[config.mk]
export PLATFORM = sky130hd
export DESIGN_NAME = cxt_timing
export DESIGN_NICKNAME = d
export VERILOG_FILES = /design/src/rtl/cxt_pkg.sv /design/src/rtl/cxt_cost_rom.sv /design/src/rtl/cxt_timing.sv
export VERILOG_INCLUDE_DIRS = /design/src /design/src/rtl
export SDC_FILE = /design/constraint.sdc
export NUM_CORES = 1
export LEC_CHECK = 0
export BUFFER_PORTS_ARGS = -buffer_cell sky130_fd_sc_hd__buf_2
export CORE_MARGIN = 2
export CORE_UTILIZATION = 45
export CTS_CLUSTER_DIAMETER = 100
export DETAILED_ROUTE_END_ITERATION = 10
export PLACE_DENSITY = 0.76
export SYNTH_ARGS = -nofsm -noshare
export SYNTH_HDL_FRONTEND = slang
export SYNTH_SLANG_ARGS = --single-unit
[constraint.sdc]
create_clock -name sys_clk -period 7.4 [get_ports sys_clk]
set_input_delay 1.48 -clock sys_clk [delete_from_list [all_inputs] [get_ports sys_clk]]
set_output_delay 1.48 -clock sys_clk [all_outputs]
set_load 0.01 [all_outputs]
[src/rtl/cxt_regs.svh]
// Timing constants for the exception and miscellaneous cycle-timing model.
// Assumes inclusion by bare name from the rtl directory.
`ifndef CXT_REGS_SVH
`define CXT_REGS_SVH

// ----------------------------------------------------------------
// Clock
// ----------------------------------------------------------------
`define CXT_CLK_PERIOD_NS     4

// ----------------------------------------------------------------
// Widths
// ----------------------------------------------------------------
`define CXT_OP_W              6
`define CXT_CNT_W             8
`define CXT_BUS_W             5
`define CXT_EA_W              8

// ----------------------------------------------------------------
// Assumed acknowledge cycle length (processor clocks)
// ----------------------------------------------------------------
`define CXT_ACK_CLOCKS        8'h04

// ----------------------------------------------------------------
// Operation codes
// ----------------------------------------------------------------
`define CXT_OP_STORE_STATUS   6'h00
`define CXT_OP_STORE_FLAGS    6'h01
`define CXT_OP_RFE_LONG_RR    6'h02
`define CXT_OP_RFE_LONG_RW    6'h03
`define CXT_OP_RFE_LONG_NR    6'h04
`define CXT_OP_RFE_SHORT      6'h05
`define CXT_OP_STOP           6'h06
`define CXT_OP_RESET_INSN     6'h07
`define CXT_OP_MCR_TO_CTRL    6'h08
`define CXT_OP_MCR_FROM_CTRL  6'h09
`define CXT_OP_MPD_W_TO_MEM   6'h0a
`define CXT_OP_MPD_L_TO_MEM   6'h0b
`define CXT_OP_MPD_W_FROM_MEM 6'h0c
`define CXT_OP_MPD_L_FROM_MEM 6'h0d
`define CXT_OP_MAS_BW_TO_MEM  6'h0e
`define CXT_OP_MAS_L_TO_MEM   6'h0f
`define CXT_OP_MAS_BW_FROM    6'h10
`define CXT_OP_MAS_L_FROM     6'h11
`define CXT_OP_NOP            6'h12
`define CXT_OP_EX_ADDR_ERR    6'h20
`define CXT_OP_EX_BUS_ERR     6'h21
`define CXT_OP_EX_BREAKPOINT  6'h22
`define CXT_OP_EX_INTERRUPT   6'h23
`define CXT_OP_EX_RESET       6'h24
`define CXT_OP_EX_ILLEGAL     6'h25
`define CXT_OP_EX_TRAP        6'h26
`define CXT_OP_EX_DIV_ZERO    6'h27
`define CXT_OP_EX_CHK         6'h28
`define CXT_OP_EX_BAD_FORMAT  6'h29
`define CXT_OP_EX_BAD_REV     6'h2a
`define CXT_OP_EX_TRAPV       6'h2b
`define CXT_OP_EX_BAD_CTRL    6'h2c
`define CXT_OP_MP_COMPARE     6'h30
`define CXT_OP_MP_OTHER       6'h31

// ----------------------------------------------------------------
// Addressing modes of multi-precision memory forms
// ----------------------------------------------------------------
`define CXT_MODE_NONE         2'h0
`define CXT_MODE_POSTINC      2'h1
`define CXT_MODE_PREDEC       2'h2

`endif

[src/rtl/cxt_pkg.sv]
// Types for the cycle-timing model.
// Assumes cxt_regs.svh is compiled alongside.
`include "cxt_regs.svh"

package cxt_pkg;
    typedef logic [`CXT_CNT_W-1:0] cxt_cnt_t;
    typedef logic [`CXT_BUS_W-1:0] cxt_bus_t;

    typedef struct packed {
        cxt_cnt_t clocks;
        cxt_bus_t reads;
        cxt_bus_t writes;
        logic     add_ea;
        logic     ack_cycle;
    } cxt_cost_t;

    typedef enum logic [1:0] {
        CXT_IDLE  = 2'b00,
        CXT_COUNT = 2'b01,
        CXT_DONE  = 2'b11
    } cxt_state_t;
endpackage

[src/rtl/cxt_cost_rom.sv]
// Constant lookup of base clocks and bus reads/writes per operation.
// Assumes op is stable while the caller samples the result.
`timescale 1ns/1ps
`default_nettype none
`include "cxt_regs.svh"

module cxt_cost_rom (
    // Operation select
    input  wire logic [`CXT_OP_W-1:0] op,
    // Cost
    output var  cxt_pkg::cxt_cost_t   cost,
    output var  logic                 known
);

    function automatic cxt_pkg::cxt_cost_t mk(input logic [7:0] c,
        input logic [4:0] r, input logic [4:0] w, input logic ea,
        input logic ack);
        cxt_pkg::cxt_cost_t t;
        t.clocks    = c;
        t.reads     = r;
        t.writes    = w;
        t.add_ea    = ea;
        t.ack_cycle = ack;
        return t;
    endfunction

    always_comb begin
        known = 1'b1;
        unique case (op)
            `CXT_OP_STORE_STATUS:   cost = mk(8'd8, 5'd1, 5'd1, 1'b1, 1'b0);
            `CXT_OP_STORE_FLAGS:    cost = mk(8'd8, 5'd1, 5'd1, 1'b1, 1'b0);
            `CXT_OP_RFE_LONG_RR:    cost = mk(8'd112, 5'd27, 5'd0, 1'b0, 1'b0);
            `CXT_OP_RFE_LONG_RW:    cost = mk(8'd112, 5'd26, 5'd1, 1'b0, 1'b0);
            `CXT_OP_RFE_LONG_NR:    cost = mk(8'd110, 5'd26, 5'd0, 1'b0, 1'b0);
            `CXT_OP_RFE_SHORT:      cost = mk(8'd24, 5'd6, 5'd0, 1'b0, 1'b0);
            `CXT_OP_STOP:           cost = mk(8'd4, 5'd0, 5'd0, 1'b0, 1'b0);
            `CXT_OP_RESET_INSN:     cost = mk(8'd130, 5'd1, 5'd0, 1'b0, 1'b0);
            `CXT_OP_MCR_TO_CTRL:    cost = mk(8'd10, 5'd2, 5'd0, 1'b0, 1'b0);
            `CXT_OP_MCR_FROM_CTRL:  cost = mk(8'd12, 5'd2, 5'd0, 1'b0, 1'b0);
            `CXT_OP_MPD_W_TO_MEM:   cost = mk(8'd16, 5'd2, 5'd2, 1'b0, 1'b0);
            `CXT_OP_MPD_L_TO_MEM:   cost = mk(8'd24, 5'd2, 5'd4, 1'b0, 1'b0);
            `CXT_OP_MPD_W_FROM_MEM: cost = mk(8'd16, 5'd4, 5'd0, 1'b0, 1'b0);
            `CXT_OP_MPD_L_FROM_MEM: cost = mk(8'd24, 5'd6, 5'd0, 1'b0, 1'b0);
            `CXT_OP_MAS_BW_TO_MEM:  cost = mk(8'd16, 5'd2, 5'd1, 1'b1, 1'b0);
            `CXT_OP_MAS_L_TO_MEM:   cost = mk(8'd20, 5'd2, 5'd2, 1'b1, 1'b0);
            `CXT_OP_MAS_BW_FROM:    cost = mk(8'd16, 5'd3, 5'd0, 1'b1, 1'b0);
            `CXT_OP_MAS_L_FROM:     cost = mk(8'd20, 5'd4, 5'd0, 1'b1, 1'b0);
            `CXT_OP_NOP:            cost = mk(8'd4, 5'd1, 5'd0, 1'b0, 1'b0);
            `CXT_OP_EX_ADDR_ERR:    cost = mk(8'd126, 5'd4, 5'd26, 1'b0, 1'b0);
            `CXT_OP_EX_BUS_ERR:     cost = mk(8'd126, 5'd4, 5'd26, 1'b0, 1'b0);
            `CXT_OP_EX_BREAKPOINT:  cost = mk(8'd42, 5'd5, 5'd4, 1'b0, 1'b1);
            `CXT_OP_EX_INTERRUPT:   cost = mk(8'd46, 5'd5, 5'd4, 1'b0, 1'b1);
            `CXT_OP_EX_RESET:       cost = mk(8'd40, 5'd6, 5'd0, 1'b0, 1'b0);
            `CXT_OP_EX_ILLEGAL:     cost = mk(8'd38, 5'd4, 5'd4, 1'b0, 1'b0);
            `CXT_OP_EX_TRAP:        cost = mk(8'd38, 5'd4, 5'd4, 1'b0, 1'b0);
            `CXT_OP_EX_DIV_ZERO:    cost = mk(8'd42, 5'd5, 5'd4, 1'b0, 1'b0);
            `CXT_OP_EX_CHK:         cost = mk(8'd44, 5'd5, 5'd4, 1'b1, 1'b0);
            `CXT_OP_EX_BAD_FORMAT:  cost = mk(8'd50, 5'd7, 5'd4, 1'b0, 1'b0);
            `CXT_OP_EX_BAD_REV:     cost = mk(8'd70, 5'd12, 5'd4, 1'b0, 1'b0);
            `CXT_OP_EX_TRAPV:       cost = mk(8'd40, 5'd5, 5'd4, 1'b0, 1'b0);
            `CXT_OP_EX_BAD_CTRL:    cost = mk(8'd46, 5'd5, 5'd4, 1'b0, 1'b0);
            `CXT_OP_MP_COMPARE:     cost = mk(8'd12, 5'd3, 5'd0, 1'b0, 1'b0);
            `CXT_OP_MP_OTHER:       cost = mk(8'd18, 5'd3, 5'd1, 1'b0, 1'b0);
            default: begin
                cost  = mk(8'd4, 5'd1, 5'd0, 1'b0, 1'b0);
                known = 1'b0;
            end
        endcase
    end

endmodule
`default_nettype wire

[src/rtl/cxt_timing.sv]
// Cycle-count timing model for miscellaneous instructions and exceptions.
// Assumes start pulses come from a sequencer on sys_clk; one op at a time.
//
// Summary of operation
// - Address-calc cost added where op requires it
// - Status/flags store: 8 clocks, 1 read, 1 write
// - Each timing is clocks plus reads and writes
// - Stop: 4 clocks, no bus cycles
// - Reset instruction: 130 clocks, one read
// - Control move 10/12 clocks, two reads
// - Exception cost covers stacking, vector, prefetch
// - Address/bus error: 126 clocks, 4 reads, 26 writes
// - Acknowledge cycle assumed four clocks, longer ones stretched
// - Reset processing 40 clocks after reset, suspend negate
// - Compare uses postincrement; others use predecrement
`timescale 1ns/1ps
`default_nettype none
`include "cxt_regs.svh"

module cxt_timing (
    // Clock and reset
    input  wire logic                  sys_clk,
    input  wire logic                  srst,

    // Processor reset and suspend inputs, high while asserted
    input  wire logic                  cpu_reset_in,
    input  wire logic                  cpu_suspend_in,

    // Operation request
    input  wire logic                  op_start,
    input  wire logic [`CXT_OP_W-1:0]  op_code,
    input  wire logic [`CXT_EA_W-1:0]  ea_clocks,
    input  wire logic [`CXT_BUS_W-1:0] ea_reads,
    input  wire logic [`CXT_BUS_W-1:0] ea_writes,

    // Acknowledge cycle length reported by responder
    input  wire logic [`CXT_CNT_W-1:0] ack_clocks,

    // Status
    output logic                       busy,
    output logic                       done,
    output logic                       bad_op,
    output logic [1:0]                 addr_mode,

    // Bus cycle issue, one-cycle pulses
    output logic                       bus_read,
    output logic                       bus_write,

    // Totals of the current operation
    output logic [9:0]                 total_clocks,
    output logic [5:0]                 total_reads,
    output logic [5:0]                 total_writes
);

    // ----------------------------------------------------------------
    // Cost lookup
    // ----------------------------------------------------------------
    cxt_pkg::cxt_cost_t cost;
    logic               known;
    logic [`CXT_OP_W-1:0] op_sel;

    cxt_cost_rom u_rom (
        .op    (op_sel),
        .cost  (cost),
        .known (known)
    );

    // ----------------------------------------------------------------
    // State
    // ----------------------------------------------------------------
    cxt_pkg::cxt_state_t state_q;
    cxt_pkg::cxt_state_t state_d;

    // Remaining clocks and bus cycles of the running op
    logic [9:0]          clk_left_q;
    logic [5:0]          rd_left_q;
    logic [5:0]          wr_left_q;
    // Set while reset processing is owed
    logic                rst_seen_q;

    // Output flops
    logic                busy_q;
    logic                done_q;
    logic                bad_q;
    logic [1:0]          mode_q;
    logic                rd_q;
    logic                wr_q;
    logic [9:0]          tclk_q;
    logic [5:0]          trd_q;
    logic [5:0]          twr_q;

    // Reset processing starts on the first negated sample of both inputs
    wire        rst_held  = cpu_reset_in | cpu_suspend_in;
    wire        rst_go    = rst_seen_q & ~rst_held & (state_q == cxt_pkg::CXT_IDLE);
    assign op_sel = rst_go ? `CXT_OP_EX_RESET : op_code;
    // A request waits out reset processing and any running count
    wire        req_ok    = op_start & ~rst_seen_q & ~rst_held;
    wire        room      = (state_q != cxt_pkg::CXT_COUNT);
    wire        take      = rst_go | (req_ok & room);

    // Slow acknowledge stretches the total by the excess
    wire [7:0]  ack_extra = (cost.ack_cycle && ack_clocks > `CXT_ACK_CLOCKS) ?
                            ack_clocks - `CXT_ACK_CLOCKS : 8'h00;
    wire        use_ea    = cost.add_ea & ~rst_go;

    wire [9:0]  new_clk   = {2'b00, cost.clocks} + {2'b00, ack_extra} +
                            (use_ea ? {2'b00, ea_clocks} : 10'h000);
    wire [5:0]  new_rd    = {1'b0, cost.reads} +
                            (use_ea ? {1'b0, ea_reads} : 6'h00);
    wire [5:0]  new_wr    = {1'b0, cost.writes} +
                            (use_ea ? {1'b0, ea_writes} : 6'h00);

    // Only the multi-precision pair names an addressing mode
    wire [1:0]  new_mode  = (op_sel == `CXT_OP_MP_COMPARE) ? `CXT_MODE_POSTINC :
                            (op_sel == `CXT_OP_MP_OTHER) ? `CXT_MODE_PREDEC :
                            `CXT_MODE_NONE;

    // An op of N clocks taken at edge 0 is busy for cycles 1..N and
    // pulses done in cycle N+1; a held request is taken in that done
    // cycle, so back-to-back ops start N+1 clocks apart.
    // Limitation: reset or suspend does not cut a running op short.

    // Bus cycles go out one per two clocks; reads first, then writes,
    // so they always fit inside the total (clocks >= 2*(r+w) by table).
    wire        slot      = (state_q == cxt_pkg::CXT_COUNT) & clk_left_q[0];
    wire        issue_rd  = slot & (rd_left_q != 6'h00);
    wire        issue_wr  = slot & (rd_left_q == 6'h00) & (wr_left_q != 6'h00);
    // Final counting cycle; done follows one clock later
    wire        last      = (state_q == cxt_pkg::CXT_COUNT) & (clk_left_q == 10'h001);

    always_comb begin
        state_d = state_q;
        unique case (state_q)
            cxt_pkg::CXT_IDLE:  if (take) state_d = cxt_pkg::CXT_COUNT;
            cxt_pkg::CXT_COUNT: if (last) state_d = cxt_pkg::CXT_DONE;
            cxt_pkg::CXT_DONE:  state_d = take ? cxt_pkg::CXT_COUNT :
                                                 cxt_pkg::CXT_IDLE;
            default:            state_d = cxt_pkg::CXT_IDLE;
        endcase
    end

    // ----------------------------------------------------------------
    // Registers
    // ----------------------------------------------------------------
    always_ff @(posedge sys_clk) begin
        if (srst) begin
            state_q <= cxt_pkg::CXT_IDLE;
            rst_seen_q <= 1'b1;
        end else begin
            state_q <= state_d;
            // Held inputs re-arm reset processing
            if (rst_held)
                rst_seen_q <= 1'b1;
            else if (rst_go)
                rst_seen_q <= 1'b0;
        end
    end

    always_ff @(posedge sys_clk) begin
        if (srst) begin
            clk_left_q <= 10'h000;
            rd_left_q  <= 6'h00;
            wr_left_q  <= 6'h00;
        end else if (take) begin
            clk_left_q <= new_clk;
            rd_left_q  <= new_rd;
            wr_left_q  <= new_wr;
        end else if (state_q == cxt_pkg::CXT_COUNT) begin
            clk_left_q <= clk_left_q - 10'h001;
            rd_left_q  <= rd_left_q - {5'h00, issue_rd};
            wr_left_q  <= wr_left_q - {5'h00, issue_wr};
        end
    end

    always_ff @(posedge sys_clk) begin
        if (srst) begin
            busy_q <= 1'b0;
            done_q <= 1'b0;
            rd_q   <= 1'b0;
            wr_q   <= 1'b0;
        end else begin
            // From next state, so busy rises with the first count
            busy_q <= (state_d == cxt_pkg::CXT_COUNT);
            done_q <= last;
            rd_q   <= issue_rd;
            wr_q   <= issue_wr;
        end
    end

    always_ff @(posedge sys_clk) begin
        if (srst) begin
            bad_q  <= 1'b0;
            mode_q <= `CXT_MODE_NONE;
            tclk_q <= 10'h000;
            trd_q  <= 6'h00;
            twr_q  <= 6'h00;
        end else if (take) begin
            // Unknown codes still run, as a one-read filler op
            bad_q  <= ~known;
            mode_q <= new_mode;
            tclk_q <= new_clk;
            trd_q  <= new_rd;
            twr_q  <= new_wr;
        end
    end

    // ----------------------------------------------------------------
    // Outputs
    // ----------------------------------------------------------------
    // Totals, mode and bad_op hold until the next take
    assign busy         = busy_q;
    assign done         = done_q;
    assign bad_op       = bad_q;
    assign addr_mode    = mode_q;
    assign bus_read     = rd_q;
    assign bus_write    = wr_q;
    assign total_clocks = tclk_q;
    assign total_reads  = trd_q;
    assign total_writes = twr_q;

endmodule
`default_nettype wire

==> flow_summary.yaml, run 1 <==
pwr:
  powerDensity_mw_per_mm2: 142.3
  ir_worst_vdd_uv: 125.5
  leakage_nw: 2.006
place:
  gp_congestion: 0.9274
  port_buffers: 65
  place_ws_ns: 2.047
  hpwl_um: 8377
job:
  drv_cap: 0
timing:
  setup_viol: 0
  final_hold_viol_count: 0
  slew_viol_final: 0
  fin_crit_ns: 5.094
  period_share_pct: 68.84
  rsz0062_at_grt: "false"
  fin_setup_tns_ns: 0
  fin_ws_ns: 2.306
  skew_ns: 0.006030
  tightest_slew_ns: 1.012
  slew-limit-headroom_pct: 32.51
  fmax_ghz: 0.1963
detailed_routing:
  met1_length_um: 4929
  vias_per_cell: 5.691
  wirelength_um: 11170
  met3_length_um: 551
  route.vias.total: 4223
  drt_iter0_drc: 372
  routed-wl-met2_um: 5483
  firstDrtPassIters: 5
  antenna_left: 0
  drc_errors: 0
  drt-wirelength-per-cell_um: 15.05
  highest_layer: "met4"
cells_and_area:
  areaGrowthSynthToFinish_pct: 9.678
  drive_gt1_share_pct: 14.68
  n_antenna_cell: 0
  num-nets-final: 685
synthesis:
  synth.area.top_cells: "dfxtp_1 (25%), ha_1 (7.5%), nand2_1 (5.8%)"
  syn_avg_cell_area_um2: 7.603
  syn_area_mm2: 0.004357
  synth_cells: 573
  synth_edf_count: 0
  synthFlopType: "dfxtp_1"
  yosys.cell_types.count: 67
  yosysSeqAreaShare_pct: 24.81
  async_flop_share_pct: 0
  syn_nets: 646
  yosys_warnings: 0
  synth.largest_area_cell: "dfxtp_1"
  synth_top_area_share_pct: 24.81
  yosys_register_bits: 54
global_route:
  antenna_found_initial: 0
  grt_max_degree: 57
  grt_pass1_wl_um: 18160
  grt_overflow: 0
  grt_usage_pct: 21.61
  grt_pass1_vias: 3882
worst_setup_path:
  crit_fanout: 10
  critPathLaunchType: "input pin"
  arrival_ns: 5.30
  end_kind: "flip-flop"
  critical_path_class: "input pin to flip-flop"
  worstPathRequired_ns: 7.61
hold_path:
  hp-class: "flip-flop to flip-flop"
clock_network:
  root_buffer: "clkbuf_8"
  clock_latency_ns: 0.30
  clock_sinks: 54
  cts_buffer_depth: 2
  cts_buffers: 5
  htreeDepth: 2
  post_cts_resized: 0
  post_cts_buffers: 0
  clk_pin_slew_ns: 0.10
  cts_tree: "yes"
  cts_hold_buf: 0
outcome:
  status: "finished, final reports clean"
floorplan:
  boundaryPins: 66
  die_h_um: 102.4
  rows: 35
  start_util_pct: 46.71
  dieArea_mm2: 0.01048
  core_area_mm2: 0.009328
  die_x_um: 102.4
-- final cells by class --
| cell class | instances | area [um2] |
|---|---|---|
| clock buffer | 6 | 82.58 |
| clock inverter | 2 | 12.51 |
| fill | 940 | 4549 |
| inverter | 26 | 97.59 |
| multi-input combinational | 457 | 2995 |
| sequential | 54 | 1081 |
| tap | 129 | 161.4 |
| timing repair buffer | 68 | 347.8 |
-- through the flow --
step | cell area [um2] | util (%) | total power [mW] | hold WS, ns | cells
after floorplan | 4357 | - | 0.4654 | 0.4670 | 573
after detailed placement | 4683 | 50.21 | 0.5136 | 0.4471 | 734
after CTS | 4778 | 51.23 | 0.6834 | 0.4637 | 742
after global routing | 4778 | 51.23 | 0.7225 | 0.4926 | 742
final | 4778 | 51.23 | 0.6799 | 0.4603 | 742
after global placement | 4683 | 50.21 | 0.5077 | 0.4375 | 734
-- power breakdown --
group	switching (mW)	internal, mW
Combinational	0.115	0.0749
Sequential	0.0129	0.306
Clock	0.0954	0.0755
Total	0.224	0.456
-- worst max-delay path, cell delays in order --
cell and delay, ns:
buf_2 0.10, nor2_1 0.40, and3_1 0.49, nor2_1 0.12, and4_1 0.27, nand2_1 0.10, fa_1 0.42, inv_1 0.08
ha_1 0.19, inv_1 0.06, fa_1 0.39, and2b_1 0.24, o31ai_1 0.12, a2111oi_2 0.49, a21oi_1 0.07, nor4_1 0.27
-- state kept, by name, summed over array words and instances (netlist names) --
signal / count
rst_seen_q: 1
clk_left_q: 10
rd_left_q: 6
wr_left_q: 6
bus_write: 1
total_reads: 6
bus_read: 1
total_writes: 6
busy: 1
done: 1
total_clocks: 10
state_q: 2
bad_op: 1
addr_mode: 2
-- path summary, 6_finish.rpt --
check / from / slack (ns) / cells after the start / end
max: cpu_suspend_in / 2.31 / 16 / clk_left_q[9]$_SDFFE_PP0P_
min: total_reads[0]$_SDFFE_PP0P_ / 0.46 / 2 / total_reads[0]$_SDFFE_PP0P_
max reg2reg: state_q[1]$_SDFF_PP0_ / 3.46 / 15 / clk_left_q[9]$_SDFFE_PP0P_
min reg2reg: total_reads[0]$_SDFFE_PP0P_ / 0.46 / 2 / total_reads[0]$_SDFFE_PP0P_
-- layer usage --
metal	vias to the layer above	global-route usage, %
li1	2097	-
met1	1957	27.45
met2	150	38.87
met3	19	2.736
met4	0	5.333
met5	-	0
-- Yosys cell counts (3+ instances only) --
cell      instances
o21ai_0          25
inv_1            25
nor3b_1           5
and3_1            7
clkbuf_1         10
buf_2            17
buf_4             7
xor2_1            9
and4_1            4
o22ai_1           3
o211ai_1          4
o32ai_1           3
a32oi_1           3
nand2b_1          9
o311ai_0          3
o31ai_1           6
or3_1             7
a211oi_1          8
nand2_1          67
nor4_1            8
fa_1             10
nor2_1           60
ha_1             26
nor2b_1          20
o21a_1            4
xnor2_1          14
a31oi_1           9
nand3_1           9
a21o_1            5
a21oi_1          49
nor3_1           21
and2_1           16
dfxtp_1          54
-- logic make-up (layout without fill, tap and decap cells) --
group / after synthesis / in the layout / synth area share, %
compound gates: 144 / 144 / 21.74
simple gates: 251 / 251 / 29.38
fa+ha+maj: 36 / 36 / 12.06
buf+inv: 62 / 102 / 6.634
flops: 54 / 54 / 24.81
xor+xnor: 23 / 23 / 4.624
mux: 3 / 3 / 0.7467
-- cells in the final DEF, fill, tap and decap left out, drive strengths merged, types with 8 or more instances in the layout --
master,synthesis,layout
a31oi,9,9
buf,25,68
fa,10,10
a211oi,9,9
o21ai,25,25
dfxtp,54,54
xor2,9,9
nand2,67,67
and2,16,16
nor2,60,60
nor2b,20,20
inv,26,26
a21oi,49,49
ha,26,26
nor3,22,22
nand2b,10,10
nand3,10,10
xnor2,14,14
nor4,8,8
No activity file was read; power rests on OpenSTA's default activity.
==> run 2, diff against run 1 <==
Clock period 7.4 ns to 5.1 ns, I/O delays scaled along.
==> run 2 against run 1 <==
Hold slack worse by 0.0019 ns. Die area did not move. Clock power increased by 54%. Final cell count rose by 1.3%. Clock-buffer cell count did not move. Critical path depth fell by 1. Utilization up 0.84 points. Final area up 1.6%. Total power grew 49%. Non-clock buffer count up 10. Setup slack worse by 1.7 ns. Flip-flop and latch count is the same. Largest cell class unchanged. Highest routed layer unchanged.
==> flow_summary.yaml, run 2 (same netlist as run 1, synthesis figures left out) <==
worst_setup_path:
  crit_fanout: 25
  r2r.worst_path.cells: 15
  arrival_ns: 4.69
  slowest_delay_ns: 0.50
  crit_end: "clk_left_q[9]$_SDFFE_PP0P_"
  regToRegEndpoint: "clk_left_q[9]$_SDFFE_PP0P_"
  crit_path_top_delay_cell: "a2111oi_2"
  path_cells: "buf_2 > nand2b_1 > nor2_1 > and4_1 > nand2_1 > fa_1 > inv_1 > ha_1 > inv_1 > fa_1 > and2b_1 > o31ai_1 > a2111oi_2 > a21oi_1 > nor4_1"
  critPathLaunchType: "input pin"
  worstPathRequired_ns: 5.33
  critical_path_class: "input pin to flip-flop"
  end_kind: "flip-flop"
  rrSetupSlack_ns: 1.31
  cp-startpoint: "op_code[5]"
  r2r-start: "state_q[1]$_SDFF_PP0_"
clock_network:
  post_cts_buffers: 0
  clk_pin_slew_ns: 0.11
  post_cts_resized: 0
  cts_buffers: 5
  cts_hold_buf: 0
  clock_latency_ns: 0.32
  cts_buffer_depth: 2
  clock_sinks: 54
  htreeDepth: 2
  cts_tree: "yes"
  root_buffer: "clkbuf_8"
timing:
  fmax_ghz: 0.2238
  rsz0062_at_grt: "false"
  fin_setup_tns_ns: 0
  final_hold_viol_count: 0
  setup_viol: 0
  period_share_pct: 87.62
  fin_crit_ns: 4.469
  skew_ns: 0.01013
  tightest_slew_ns: 0.9889
  slew-limit-headroom_pct: 34.07
  slew_viol_final: 0
detailed_routing:
  vias_per_cell: 5.703
  firstDrtPassIters: 5
  wirelength_um: 11620
  drt_iter0_drc: 317
  route.vias.total: 4289
  drc_errors: 0
  drt-wirelength-per-cell_um: 15.45
  antenna_left: 0
global_route:
  grt_max_degree: 57
  grt_usage_pct: 23.55
  met1_usage_pct: 29.86
  antenna_found_initial: 0
  busiest_layer: "met2"
  grt_pass1_vias: 4083
  grt_pass1_wl_um: 19490
  grt_overflow: 0
  met3_usage_pct: 3.967
  global_route.usage.met2_pct: 40.84
cells_and_area:
  areaGrowthSynthToFinish_pct: 11.49
  nFillCells: 908
  most-common-layout-cells: "nand2_1 (67), buf_2 (65), nor2_1 (60)"
  stdcell_count: 752
  num-nets-final: 695
  n_antenna_cell: 0
  layout_commonest_cell: "nand2_1"
  drive_gt1_share_pct: 16.05
pwr:
  ir_worst_vdd_uv: 123.9
  powerDensity_mw_per_mm2: 208.0
  leakage_nw: 2.056
floorplan:
  rows: 35
  core_area_mm2: 0.009328
  start_util_pct: 46.71
  boundaryPins: 66
  dieArea_mm2: 0.01048
  die_h_um: 102.4
  die_x_um: 102.4
place:
  gp_congestion: 0.9596
  port_buffers: 65
  hpwl_um: 8915
  placed_cells: 744
job:
  drv_cap: 0
hold_path:
  hp-class: "flip-flop to flip-flop"
  min_from: "total_clocks[7]$_SDFFE_PP0P_"
outcome:
  status: "finished, final reports clean"
## run 2: report_power, final
| part | total (mW) | switching (mW) | internal (mW) | leakage, nW |
|---|---|---|---|---|
| clock | 0.263 | 0.150 | 0.112 | 0.0478 |
| combinational | 0.285 | 0.170 | 0.114 | 1.57 |
| sequential | 0.463 | 0.0189 | 0.444 | 0.439 |
## run 2: per-layer routing
metal  vias up  share of wire, %
li1       2125                 -
met1      1993                43
met4         0               2.5
met3        26               5.7
met2       145                49
met5         -                 0
## run 2: worst min-delay path by stage
stage                                   end  slack (ns)  cells after the start
2_1_floorplan    clk_left_q[8]$_SDFFE_PP0P_        0.47                      1
3_3_place_gp   total_clocks[7]$_SDFFE_PP0P_        0.43                      2
3_5_place_dp   total_clocks[7]$_SDFFE_PP0P_        0.44                      2
6_report       total_clocks[7]$_SDFFE_PP0P_        0.46                      2
5_1_grt        total_clocks[7]$_SDFFE_PP0P_        0.49                      2
4_1_cts        total_clocks[0]$_SDFFE_PP0P_        0.46                      2
## run 2: final cells by class
type / count / area [um2] / area share (%)
Multi-Input combinational cell: 457 / 2995 / 61.67
Tap cell: 129 / 161.4 / 3.323
Clock buffer: 6 / 82.58 / 1.700
Inverter: 26 / 97.59 / 2.009
Timing Repair Buffer: 78 / 422.9 / 8.707
Sequential cell: 54 / 1081 / 22.26
Clock inverter: 2 / 16.27 / 0.3349
## run 2: metrics by stage
step           worst slack [ns]  power (mW)  util [%]  instance area (um2)  hold slack, ns
6_report                 0.6312       1.010     52.07                 4857          0.4584
4_1_cts                  0.6446       1.014     52.07                 4857          0.4602
5_1_grt                  0.3113       1.073     52.07                 4857          0.4877
2_1_floorplan            0.7983      0.6752         -                 4357          0.4670
3_5_place_dp             0.3212      0.7548     51.01                 4758          0.4396
3_3_place_gp             0.4309      0.7462     51.01                 4758          0.4340
## run 2: critical path, delay by kind of cell
family / cells / cell delay, ns
AND/OR/NAND/NOR: 6 / 1.40
AO/OA/AOI/OAI: 3 / 0.69
buffers and inverters: 3 / 0.54
adder cells (fa/ha/maj): 3 / 1.03
==> run 3, diff against run 2 <==
Settings changed: ABC_AREA from default to 1, PLACE_DENSITY 0.76 to 0.77.
==> run 3 against run 2 <==
Setup slack got worse by 0.050 ns. Highest routed layer unchanged. First-iteration DRC count decreased by 28%. Combinational power increased by 22%. Global-route usage decreased by 0.84 points. Critical endpoint is now total_clocks[8]$_SDFFE_PP0P_. Synthesized cell count increased by 12%.
==> flow_summary.yaml, run 3 <==
synthesis:
  synthFlopType: "dfxtp_1"
  syn_avg_cell_area_um2: 6.622
  synth_top_area_share_pct: 25.43
  async_flop_share_pct: 0
  synth.area.top_cells: "dfxtp_1 (25%), nand2_1 (12%), inv_1 (7.9%)"
  yosys.cell_types.count: 43
  yosys_warnings: 0
  yosysSeqAreaShare_pct: 25.43
  synth_cells: 642
  syn_nets: 715
  muxShareOfSynthArea_pct: 0
  synth-compound-area-share_pct: 15.77
  synth_xor_xnor_area_share_pct: 3.090
  synth-simple-area-share_pct: 31.93
  syn_area_mm2: 0.004252
  synthTopCellsByCount: "nand2_1 (139), inv_1 (90), nor2_1 (72)"
  yosys_register_bits: 54
  synth.most_common_cell: "nand2_1"
  synth_edf_count: 0
  synthAdderAreaFrac_pct: 12.36
  synth_top_family_by_area: "simple AND/OR/NAND/NOR gates"
  synth.largest_area_cell: "dfxtp_1"
floorplan:
  rows: 35
  dieArea_mm2: 0.01024
  start_util_pct: 46.23
  die_h_um: 101.2
  core_area_mm2: 0.009196
  die_x_um: 101.2
  boundaryPins: 66
global_route:
  grt_usage_pct: 22.71
  grt_pass1_vias: 4093
  grt_pass1_wl_um: 18730
  grt_max_degree: 48
  grt_overflow: 0
  antenna_found_initial: 0
worst_setup_path:
  critical_path_class: "input pin to flip-flop"
  crit_fanout: 16
  slowest_delay_ns: 0.50
  crit_family: "simple AND/OR/NAND/NOR gates"
  regToRegEndpoint: "total_clocks[8]$_SDFFE_PP0P_"
  cp-startpoint: "cpu_suspend_in"
  rrSetupSlack_ns: 0.97
  arrival_ns: 4.68
  worstPathRequired_ns: 5.26
  critPathLaunchType: "input pin"
  r2r-start: "state_q[0]$_SDFF_PP0_"
  end_kind: "flip-flop"
  r2r.worst_path.cells: 21
  path_buf_inv: 6
  crit_path_top_delay_cell: "fa_1"
  path_cells: "buf_2 > nor2_2 > nand3_4 > o21ai_4 > inv_1 > nor2_1 > inv_2 > a21oi_2 > inv_2 > or2_1 > fa_1 > inv_1 > ha_1 > nand3_1 > nand2_1 > nand2_1 > o21ai_0 > inv_1 > o21ai_0 > nand2_1 > nand3_1 > a21oi_1"
  crit_end: "total_clocks[8]$_SDFFE_PP0P_"
  path_depth: 22
timing:
  rsz0062_at_grt: "false"
  tightest_slew_ns: 0.7256
  slew-limit-headroom_pct: 51.55
  fin_setup_tns_ns: 0
  skew_ns: 0.005402
  fin_crit_ns: 4.519
  fin_ws_ns: 0.5810
  slew_viol_final: 0
  final_hold_viol_count: 0
  fmax_ghz: 0.2213
  setup_viol: 0
  period_share_pct: 88.61
hold_path:
  hp-class: "flip-flop to flip-flop"
place:
  gp_congestion: 0.9796
  port_buffers: 65
  place_ws_ns: 0.2838
  hpwl_um: 9314
detailed_routing:
  route.vias.total: 4343
  wirelength_um: 11480
  antenna_left: 0
  drt_iter0_drc: 228
  drt-wirelength-per-cell_um: 14.24
  met1_length_um: 5086
  vias_per_cell: 5.388
  drc_errors: 0
  highest_layer: "met4"
  routed-wl-met2_um: 5499
  firstDrtPassIters: 5
  met3_length_um: 625
cells_and_area:
  layout_commonest_cell: "nand2_1"
  areaGrowthSynthToFinish_pct: 10.12
  fin_util_pct: 50.91
  num-nets-final: 768
  drive_gt1_share_pct: 15.68
  most-common-layout-cells: "nand2_1 (139), inv_1 (90), nor2_1 (72)"
  n_antenna_cell: 0
pwr:
  powerDensity_mw_per_mm2: 222.8
  ir_worst_vdd_uv: 106.3
  leakage_nw: 2.497
clock_network:
  htreeDepth: 2
  post_cts_buffers: 0
  cts_buffer_depth: 2
  clock_latency_ns: 0.30
  root_buffer: "clkbuf_8"
  post_cts_resized: 0
  cts_hold_buf: 0
  clk_pin_slew_ns: 0.08
  clock_sinks: 54
  cts_tree: "yes"
  cts_buffers: 5
job:
  drv_cap: 0
outcome:
  status: "finished, final reports clean"
-- run 3: power by group --
group / switching (mW) / internal (mW)
sequential: 0.0220 / 0.453
combinational: 0.224 / 0.123
clock: 0.127 / 0.0948
-- run 3: tightest hold or removal path, cell delays in order, from the launching register on --
cell and delay, ns:
dfxtp_1 0.32, nand2_1 0.06, a21oi_1 0.05
-- run 3: cells by family after synthesis --
family / count (synthesis)
flops: 54
xor+xnor: 15
buf+inv: 119
compound gates: 116
fa+ha+maj: 36
simple gates: 302
-- run 3: worst min path at each step --
stage | startpoint | endpoint | depth (start not counted)
5_1_grt | total_clocks[6]$_SDFFE_PP0P_ | total_clocks[6]$_SDFFE_PP0P_ | 2
6_report | total_reads[0]$_SDFFE_PP0P_ | total_reads[0]$_SDFFE_PP0P_ | 2
3_3_place_gp | total_reads[0]$_SDFFE_PP0P_ | total_reads[0]$_SDFFE_PP0P_ | 2
2_1_floorplan | rd_left_q[1]$_SDFFE_PP0P_ | rd_left_q[1]$_SDFFE_PP0P_ | 2
3_5_place_dp | total_reads[1]$_SDFFE_PP0P_ | total_reads[1]$_SDFFE_PP0P_ | 2
4_1_cts | total_reads[1]$_SDFFE_PP0P_ | total_reads[1]$_SDFFE_PP0P_ | 2
-- run 3: stage by stage --
step                      power (mW)  hold WS, ns  instances  area [um2]
final                          1.043       0.4661        806        4682
after detailed placement      0.8265       0.4550        799        4606
after global placement        0.8167       0.4453        799        4606
after CTS                      1.044       0.4687        806        4682
after floorplan               0.7385       0.4508        642        4252
after global routing           1.118       0.4905        806        4682
-- run 3: final cells by class --
type,instances,area [um2]
Clock buffer,7,76.32
Timing Repair Buffer,65,325.3
Sequential cell,54,1081
Multi-Input combinational cell,469,2685
Tap cell,111,138.9
Inverter,100,375.4
Fill cell,956,4514
-- run 3: per-layer routing --
| layer | vias to the layer above | GRT usage [%] |
|---|---|---|
| met1 | 1984 | 29.49 |
| met4 | 0 | 7.069 |
| li1 | 2180 | - |
| met3 | 20 | 2.415 |
| met2 | 159 | 39.63 |
| met5 | - | 0 |
